$ cat src/qbus_pkg.sv
// package for the host-side parallel bus master of a four-channel uart
// assumes a single 100 MHz clock and synchronous active-low reset
`default_nettype none
package qbus_pkg;
    // ======================================================
    // timing
    localparam int CLK_PERIOD_NS  = 10;
    localparam int STROBE_LOW_NS  = 50;   // strobe low time, chosen
    localparam int STROBE_CYC     = (STROBE_LOW_NS + CLK_PERIOD_NS - 1) / CLK_PERIOD_NS;
    localparam int SETUP_NS       = 20;   // address/select setup before strobe
    localparam int SETUP_CYC      = (SETUP_NS + CLK_PERIOD_NS - 1) / CLK_PERIOD_NS;
    localparam logic [3:0] CNT_W0 = 4'h0;
    // ======================================================
    // bus styles and pin levels
    localparam logic STYLE_STROBE = 1'b1;  // separate read/write strobes, one select per channel
    localparam logic STYLE_SINGLE = 1'b0;  // one select with read/write line
    localparam logic DIR_READ     = 1'b1;
    localparam logic DIR_WRITE    = 1'b0;
    localparam logic [3:0] SEL_NONE = 4'hf;
    // ======================================================
    // request carried from the user side
    typedef struct packed {
        logic       write;
        logic [1:0] chan;
        logic [2:0] addr;
        logic [7:0] data;
    } req_t;
    // pin bundle driven toward the device
    typedef struct packed {
        logic       read_strobe_n;
        logic       write_strobe_n;
        logic [3:0] select_n;      // first..fourth select pins, bit 0 first
        logic [2:0] addr;
    } pins_t;
endpackage : qbus_pkg
`default_nettype wire

$ cat src/qbus_host.sv
// host bus master for a four-channel uart parallel register port
// assumes device pins are sampled synchronously; data bus split into in/out/oe
`default_nettype none
module qbus_host
    import qbus_pkg::*;
(
    input  wire logic       REF_CLK_I,
    input  wire logic       RST_N_I,
    input  wire logic       STYLE_I,
    input  wire logic       REQ_VALID_I,
    output logic            REQ_READY_O,
    input  wire req_t       REQ_I,
    output logic            RSP_VALID_O,
    output logic [7:0]      RSP_DATA_O,
    output logic            MODE_SELECT_O,
    output logic            READ_STROBE_N_O,
    output logic            WRITE_STROBE_N_O,
    output logic            CHAN_FIRST_SELECT_N_O,
    output logic            CHAN_SECOND_SELECT_N_O,
    output logic            CHAN_THIRD_SELECT_N_O,
    output logic            CHAN_FOURTH_SELECT_N_O,
    output logic [2:0]      ADDR_O,
    input  wire logic [7:0] DATA_I,
    output logic [7:0]      DATA_O,
    output logic            DATA_OE_N_O
);
    // ======================================================
    // state
    typedef enum logic [3:0] {
        S_IDLE   = 4'b0001,
        S_SETUP  = 4'b0010,
        S_STROBE = 4'b0100,
        S_DONE   = 4'b1000
    } state_t;

    state_t     state, next_state;
    logic [3:0] cnt, next_cnt;
    req_t       cur, next_cur;
    logic       style, next_style;
    logic [7:0] rdata, next_rdata;
    logic       rsp, next_rsp;
    pins_t      pins;
    logic       pin_style;

    // style latched per transfer so pins never change style mid-access
    always_comb begin
        next_state = state;
        next_cnt   = cnt;
        next_cur   = cur;
        next_style = style;
        next_rdata = rdata;
        next_rsp   = 1'b0;
        case (state)
            S_IDLE: begin
                if (REQ_VALID_I) begin
                    next_cur   = REQ_I;
                    next_style = STYLE_I;
                    next_cnt   = CNT_W0;
                    next_state = S_SETUP;
                end
            end
            S_SETUP: begin
                next_cnt = cnt + 4'h1;
                if (cnt == 4'(SETUP_CYC - 1)) begin
                    next_cnt   = CNT_W0;
                    next_state = S_STROBE;
                end
            end
            S_STROBE: begin
                next_cnt = cnt + 4'h1;
                if (cnt == 4'(STROBE_CYC - 1)) begin
                    // sample on the last low cycle, i.e. at the rising strobe edge
                    if (!cur.write) begin
                        next_rdata = DATA_I;
                        next_rsp   = 1'b1;
                    end
                    next_state = S_DONE;
                end
            end
            S_DONE: begin
                // one idle cycle with strobes high for hold and bus turnaround
                next_state = S_IDLE;
            end
            default: next_state = S_IDLE;
        endcase
    end

    always_ff @(posedge REF_CLK_I) begin
        if (!RST_N_I) begin
            state <= S_IDLE;
            cnt   <= CNT_W0;
            cur   <= '0;
            style <= STYLE_STROBE;
            rdata <= 8'h00;
            rsp   <= 1'b0;
        end else begin
            state <= next_state;
            cnt   <= next_cnt;
            cur   <= next_cur;
            style <= next_style;
            rdata <= next_rdata;
            rsp   <= next_rsp;
        end
    end

    // ======================================================
    // pin drive
    // idle pins follow the mode pin, so the device never sees one style's pins under the other mode
    assign pin_style = (state == S_IDLE) ? STYLE_I : style;

    qbus_pin_map u_map (
        .style_i                  (pin_style),
        .active_i                 (state == S_SETUP || state == S_STROBE || state == S_DONE),
        .strobe_i                 (state == S_STROBE),
        .write_i                  (cur.write),
        .chan_i                   (cur.chan),
        .addr_i                   (cur.addr),
        .active_echo_o            (),
        .pins_o                   (pins)
    );

    // outputs
    assign REQ_READY_O            = (state == S_IDLE);
    assign RSP_VALID_O            = rsp;
    assign RSP_DATA_O             = rdata;
    assign MODE_SELECT_O          = pin_style;
    assign READ_STROBE_N_O        = pins.read_strobe_n;
    assign WRITE_STROBE_N_O       = pins.write_strobe_n;
    assign CHAN_FIRST_SELECT_N_O  = pins.select_n[0];
    assign CHAN_SECOND_SELECT_N_O = pins.select_n[1];
    assign CHAN_THIRD_SELECT_N_O  = pins.select_n[2];
    assign CHAN_FOURTH_SELECT_N_O = pins.select_n[3];
    assign ADDR_O                 = pins.addr;
    assign DATA_O                 = cur.data;
    // drive data only through a write access, released on idle
    assign DATA_OE_N_O = ~(cur.write && (state == S_SETUP || state == S_STROBE || state == S_DONE));

    // ======================================================
    // assertions
    property p_no_drive_on_read;
        @(posedge REF_CLK_I) disable iff (!RST_N_I) (!READ_STROBE_N_O) |-> DATA_OE_N_O;
    endproperty
    a_no_drive_on_read: assert property (p_no_drive_on_read) else $error("data driven during read");

    property p_rd_strobe_len;
        @(posedge REF_CLK_I) disable iff (!RST_N_I)
            (style == STYLE_STROBE && $fell(READ_STROBE_N_O)) |-> !READ_STROBE_N_O [*5] ##1 READ_STROBE_N_O;
    endproperty
    a_rd_strobe_len: assert property (p_rd_strobe_len) else $error("read strobe width wrong");

    property p_capture;
        @(posedge REF_CLK_I) disable iff (!RST_N_I)
            (style == STYLE_STROBE && $rose(READ_STROBE_N_O)) |-> RSP_VALID_O && RSP_DATA_O == $past(DATA_I);
    endproperty
    a_capture: assert property (p_capture) else $error("read byte not captured at rise");

    property p_wr_strobe;
        @(posedge REF_CLK_I) disable iff (!RST_N_I)
            (style == STYLE_STROBE && !WRITE_STROBE_N_O) |-> !DATA_OE_N_O && READ_STROBE_N_O;
    endproperty
    a_wr_strobe: assert property (p_wr_strobe) else $error("write strobe without data");

    property p_wr_hold;
        @(posedge REF_CLK_I) disable iff (!RST_N_I)
            (style == STYLE_STROBE && $rose(WRITE_STROBE_N_O)) |-> !DATA_OE_N_O;
    endproperty
    a_wr_hold: assert property (p_wr_hold) else $error("data released at write rise");

    property p_single_ties;
        @(posedge REF_CLK_I) disable iff (!RST_N_I)
            (state != S_IDLE && style == STYLE_SINGLE) |-> READ_STROBE_N_O && CHAN_FOURTH_SELECT_N_O;
    endproperty
    a_single_ties: assert property (p_single_ties) else $error("unused pins not high");

    property p_single_dir;
        @(posedge REF_CLK_I) disable iff (!RST_N_I)
            (state == S_STROBE && style == STYLE_SINGLE) |-> WRITE_STROBE_N_O == !cur.write && !CHAN_FIRST_SELECT_N_O;
    endproperty
    a_single_dir: assert property (p_single_dir) else $error("direction or select wrong");

    property p_single_chan;
        @(posedge REF_CLK_I) disable iff (!RST_N_I)
            (state == S_STROBE && style == STYLE_SINGLE) |->
            {CHAN_THIRD_SELECT_N_O, CHAN_SECOND_SELECT_N_O} == cur.chan;
    endproperty
    a_single_chan: assert property (p_single_chan) else $error("channel bits wrong");

    property p_one_select;
        @(posedge REF_CLK_I) disable iff (!RST_N_I)
            (state == S_STROBE && style == STYLE_STROBE) |-> $countones(~pins.select_n) == 1;
    endproperty
    a_one_select: assert property (p_one_select) else $error("not exactly one select");

    property p_idle_quiet;
        @(posedge REF_CLK_I) disable iff (!RST_N_I)
            (state == S_IDLE) |-> DATA_OE_N_O && READ_STROBE_N_O && WRITE_STROBE_N_O && CHAN_FIRST_SELECT_N_O;
    endproperty
    a_idle_quiet: assert property (p_idle_quiet) else $error("pins not quiet in idle");

    property p_wr_strobe_len;
        @(posedge REF_CLK_I) disable iff (!RST_N_I)
            (style == STYLE_STROBE && $fell(WRITE_STROBE_N_O)) |-> !WRITE_STROBE_N_O [*5] ##1 WRITE_STROBE_N_O;
    endproperty
    a_wr_strobe_len: assert property (p_wr_strobe_len) else $error("write strobe width wrong");

    property p_rsp_pulse;
        @(posedge REF_CLK_I) disable iff (!RST_N_I)
            RSP_VALID_O |-> (state == S_DONE && !cur.write) ##1 (!RSP_VALID_O);
    endproperty
    a_rsp_pulse: assert property (p_rsp_pulse) else $error("response pulse wrong");

    c_read:   cover property (@(posedge REF_CLK_I) disable iff (!RST_N_I) $rose(RSP_VALID_O));
    c_write:  cover property (@(posedge REF_CLK_I) disable iff (!RST_N_I) $rose(WRITE_STROBE_N_O) && style);
    c_single: cover property (@(posedge REF_CLK_I) disable iff (!RST_N_I) state == S_STROBE && !style);
    c_single_write: cover property (@(posedge REF_CLK_I) disable iff (!RST_N_I) state == S_STROBE && !style && cur.write);
endmodule : qbus_host
`default_nettype wire

$ cat src/qbus_pin_map.sv
// maps a channel/direction/phase onto the device pins for either bus style
// assumes the caller holds its inputs stable through a transfer
`default_nettype none
module qbus_pin_map
    import qbus_pkg::*;
(
    input  wire logic       style_i,
    input  wire logic       active_i,
    input  wire logic       strobe_i,
    input  wire logic       write_i,
    input  wire logic [1:0] chan_i,
    input  wire logic [2:0] addr_i,
    output logic            active_echo_o,
    output pins_t           pins_o
);
    assign active_echo_o = active_i;
    // ======================================================
    // pin mapping
    always_comb begin
        pins_o = '{read_strobe_n: 1'b1, write_strobe_n: 1'b1, select_n: SEL_NONE, addr: addr_i};
        if (style_i == STYLE_STROBE) begin
            if (active_i) begin
                pins_o.select_n[chan_i] = 1'b0;
            end
            pins_o.read_strobe_n  = ~(strobe_i & ~write_i);
            pins_o.write_strobe_n = ~(strobe_i & write_i);
        end else begin
            // read strobe and fourth select tied high in this style
            pins_o.read_strobe_n  = 1'b1;
            pins_o.select_n[3]    = 1'b1;
            // direction rests at read outside an access, so a later style switch sees no stray edge
            pins_o.write_strobe_n = (active_i && write_i) ? DIR_WRITE : DIR_READ;
            pins_o.select_n[0]    = ~strobe_i;
            pins_o.select_n[1]    = chan_i[0];
            pins_o.select_n[2]    = chan_i[1];
        end
    end
endmodule : qbus_pin_map
`default_nettype wire

$ cat config.mk
export PLATFORM = sky130hd
export DESIGN_NAME = qbus_host
export DESIGN_NICKNAME = d
export VERILOG_FILES = /design/src/qbus_pkg.sv /design/src/qbus_host.sv /design/src/qbus_pin_map.sv
export SDC_FILE = /design/constraint.sdc
export NUM_CORES = 1
export LEC_CHECK = 0
export BUFFER_PORTS_ARGS = -buffer_cell sky130_fd_sc_hd__buf_4
export CELL_PAD_IN_SITES_DETAIL_PLACEMENT = 1
export CELL_PAD_IN_SITES_GLOBAL_PLACEMENT = 2
export CORE_UTILIZATION = 27
export DETAILED_ROUTE_END_ITERATION = 10
export GPL_ROUTABILITY_DRIVEN = 1
export PLACE_DENSITY_LB_ADDON = 0.1
export SLEW_MARGIN = 20
export SYNTH_ARGS = -nofsm -noshare
export SYNTH_HDL_FRONTEND = slang
export SYNTH_SLANG_ARGS = --single-unit
export TNS_END_PERCENT = 5
$ cat constraint.sdc
create_clock -name REF_CLK_I -period 1.94 [get_ports REF_CLK_I]
set_clock_uncertainty 0.05 [all_clocks]
set_input_delay 0.097 -clock REF_CLK_I [delete_from_list [all_inputs] [get_ports REF_CLK_I]]
set_output_delay 0.097 -clock REF_CLK_I [all_outputs]
set_load 0.01 [all_outputs]
==> impl_metrics.env <==
export IMPL_status="finished, violations left"
export IMPL_violations="setup timing"
export IMPL_period_needed_ps=2020
export IMPL_clk_pin_slew_worst_paths_ps=70
export IMPL_tightest_slew_ps=523
export IMPL_layout_nets=261
export IMPL_holdCritPathClass="in -> reg"
export IMPL_slew_viol_final=0
export IMPL_placed_cell_area_um2=1960
export IMPL_clockRootBuffer="clkbuf_8"
export IMPL_dieArea_um2=6030
export IMPL_grt_setup_unrepaired="true"
export IMPL_synth_mux_area_share_pct=6.55
export IMPL_cts_tree="done"
export IMPL_synth_seq_cells=32
export IMPL_dieWidth_um=77.7
export IMPL_yosysMostFrequentCell="nand2_1"
export IMPL_synthTopCellsByCount="nand2_1 (39), dfxtp_1 (32), a21boi_0 (12), nor2b_1 (12), buf_4 (11)"
export IMPL_synth_edf_count=0
export IMPL_drt_total_wl_mm=4.06
export IMPL_cp_data_arrival_time_ps=1870
export IMPL_drtAntennaViolNets=0
export IMPL_grt_pass1_vias=1509
export IMPL_vias_per_cell=4.59
export IMPL_post_route_period_util_pct=104
export IMPL_ios=55
export IMPL_worstHoldEndpoint="DATA_O[0]"
export IMPL_gp_congestion=0.847
export IMPL_start_util_pct=28.1
export IMPL_synth_top_family_by_area="simple AND/OR/NAND/NOR gates"
export IMPL_hold_depth=3
export IMPL_n_antenna_cell=0
export IMPL_avgSynthCellArea_um2=8.54
export IMPL_ys_warn_count=0
export IMPL_dp_hpwl_mm=2.97
export IMPL_detail_route_iter0_violations=45
export IMPL_r2r_end="cnt[1]"
export IMPL_grt_usage_pct=14.9
export IMPL_cts_buffer_depth=2
export IMPL_drtPass1Iterations=4
export IMPL_synth_cell_types=34
export IMPL_coreArea_um2=5510
export IMPL_wire_per_inst_um=13.3
export IMPL_r2r_cells=4
export IMPL_required_ps=1790
export IMPL_clock_sinks=32
export IMPL_setup_worst_path_class="reg -> out"
export IMPL_vias=1399
export IMPL_hold_slack_ps=20.8
export IMPL_syn_area_um2=1550
export IMPL_post_synth_xor_area_fraction_pct=0
export IMPL_post_place_ws_ps=-37.7
export IMPL_area_delta_synth_final_pct=38.0
export IMPL_p_per_area_nw_per_um2=689
export IMPL_grt_overflow=0
export IMPL_regToRegStartpoint="state[3]"
export IMPL_ys_async_sr_fraction_pct=0
export IMPL_utilization_pct=38.8
export IMPL_synth_nets=210
export IMPL_setup_viol=4
export IMPL_final_cell_area_um2=2130
export IMPL_synthFlopType="dfxtp_1"
export IMPL_drive_gt1_share_pct=35.6
export IMPL_cp_end_kind="output pin"
export IMPL_ys_seq_area_share_pct=41.4
export IMPL_syn_inst=181
export IMPL_antenna_found_initial=0
export IMPL_synth_top_area_cell="dfxtp_1"
export IMPL_rows=27
export IMPL_min_from="REQ_I[0]"
export IMPL_rrSetupSlack_ps=120
export IMPL_ir_worst_vdd_v=0.000261
export IMPL_drv_cap=0
export IMPL_die_y_um=77.7
export IMPL_crit_path_start_kind="flop"
export IMPL_cts_inserted_buffers=5
export IMPL_grt_max_degree=34
export IMPL_critPathMaxFanout=7
export IMPL_maxSlewHeadroom_pct=65.0
export IMPL_yosys_area_top_type_share_pct=41.4
export IMPL_yosys_top_cells_area="dfxtp_1 (41%), nand2_1 (9.5%), mux2i_1 (5.8%)"
export IMPL_fmax_mhz=496
export IMPL_hold_viol=0
export IMPL_grt_pass1_wl_mm=6.99
export IMPL_io_buffer_count=54
export IMPL_synth_adder_area_share_pct=2.43
export IMPL_synth_compound_area_share_pct=14.6
export IMPL_cts_htree_levels=2
export IMPL_synthSimpleGateAreaFrac_pct=24.9
export IMPL_clkLatencyLatePin_ps=280
export IMPL_leakage_nw=0.917
export IMPL_drcViolationCount=0
export IMPL_worst_slack_ps=-77.5
report_power, final:
part           internal [mW]  total (mW)  switching, mW
combinational          0.130       0.241          0.111
clock                  0.283       0.523          0.240
sequential             0.683       0.706         0.0234
total                   1.10        1.47          0.375
cell families after synthesis:
family / after synthesis
AO/OA/AOI/OAI: 32
adder cells (fa/ha/maj): 3
buffers and inverters: 28
flip-flops: 32
multiplexers: 10
AND/OR/NAND/NOR: 76
worst max path at each step:
stage	from	endpoint	slack, ps	cells past startpoint
2_1_floorplan	state[3]	CHAN_FIRST_SELECT_N_O	110	4
3_3_place_gp	state[1]	CHAN_FIRST_SELECT_N_O	110	5
3_5_place_dp	state[1]	CHAN_THIRD_SELECT_N_O	-40	5
4_1_cts	state[2]	CHAN_THIRD_SELECT_N_O	-90	5
5_1_grt	state[1]	CHAN_THIRD_SELECT_N_O	-170	5
6_report	state[1]	CHAN_THIRD_SELECT_N_O	-80	5
critical path, cell delays in order (launching register included):
cell and delay [ps]:
dfxtp_4 370, nor4b_4 310, mux2_4 340, and2b_2 230
a31oi_2 190, buf_4 140
placed cells by master, fill, tap and decap left out, drive strengths merged:
cell type	count
buf	62
nand2	39
dfxtp	32
a21boi	14
nor2b	12
inv	9
mux2i	9
o21ai	8
nor2	7
clkbuf	6
a31oi	4
nand3	3
ha	3
and2b	3
nor3b	3
and3b	2
and2	2
clkinv	2
or4b	2
nor4b	1
mux2	1
o311ai	1
o311a	1
o211ai	1
o2bb2ai	1
o211a	1
and4	1
o221a	1
nor3	1
dlygate4sd3	1
layer usage:
| layer | vias up | track usage, % | wire [µm] |
|---|---|---|---|
| li1 | 692 | - | - |
| met1 | 665 | 17.3 | 1790 |
| met2 | 37 | 26.3 | 2010 |
| met3 | 5 | 4.71 | 224 |
| met4 | 0 | 3.96 | 35 |
| met5 | - | 0 | 0 |
through the flow:
stage / setup TNS (ps) / std cells / total power [mW]
after global placement: 0 / 293 / 0.936
after global routing: -726 / 305 / 1.56
final: -168 / 305 / 1.47
after detailed placement: -56.1 / 293 / 0.945
after CTS: -286 / 304 / 1.50
after floorplan: 0 / 181 / 0.843
repair_timing:
item / in CTS / in global routing
resized for setup: 9 / 4
setup buffers: 2 / 1
hold buffers: 1 / 0
hold endpoints to repair: 1 / 0
endpoints found under the setup margin: 7 / 6
pin swaps: 2 / 4
registers in the layout (all words and copies together) (netlist names):
name	flops
style	1
DATA_O	8
RSP_VALID_O	1
cur	6
state	4
cnt	4
RSP_DATA_O	8
layout make-up:
type                            instances  area, µm²
Fill cell                             662       3370
Multi-Input combinational cell        121        793
Sequential cell                        32        649
Timing Repair Buffer                   63        475
Tap cell                               72       90.1
Clock buffer                            6       82.6
Inverter                                9       33.8
Clock inverter                          2       10.0
Power figures use the tool's default switching activity.
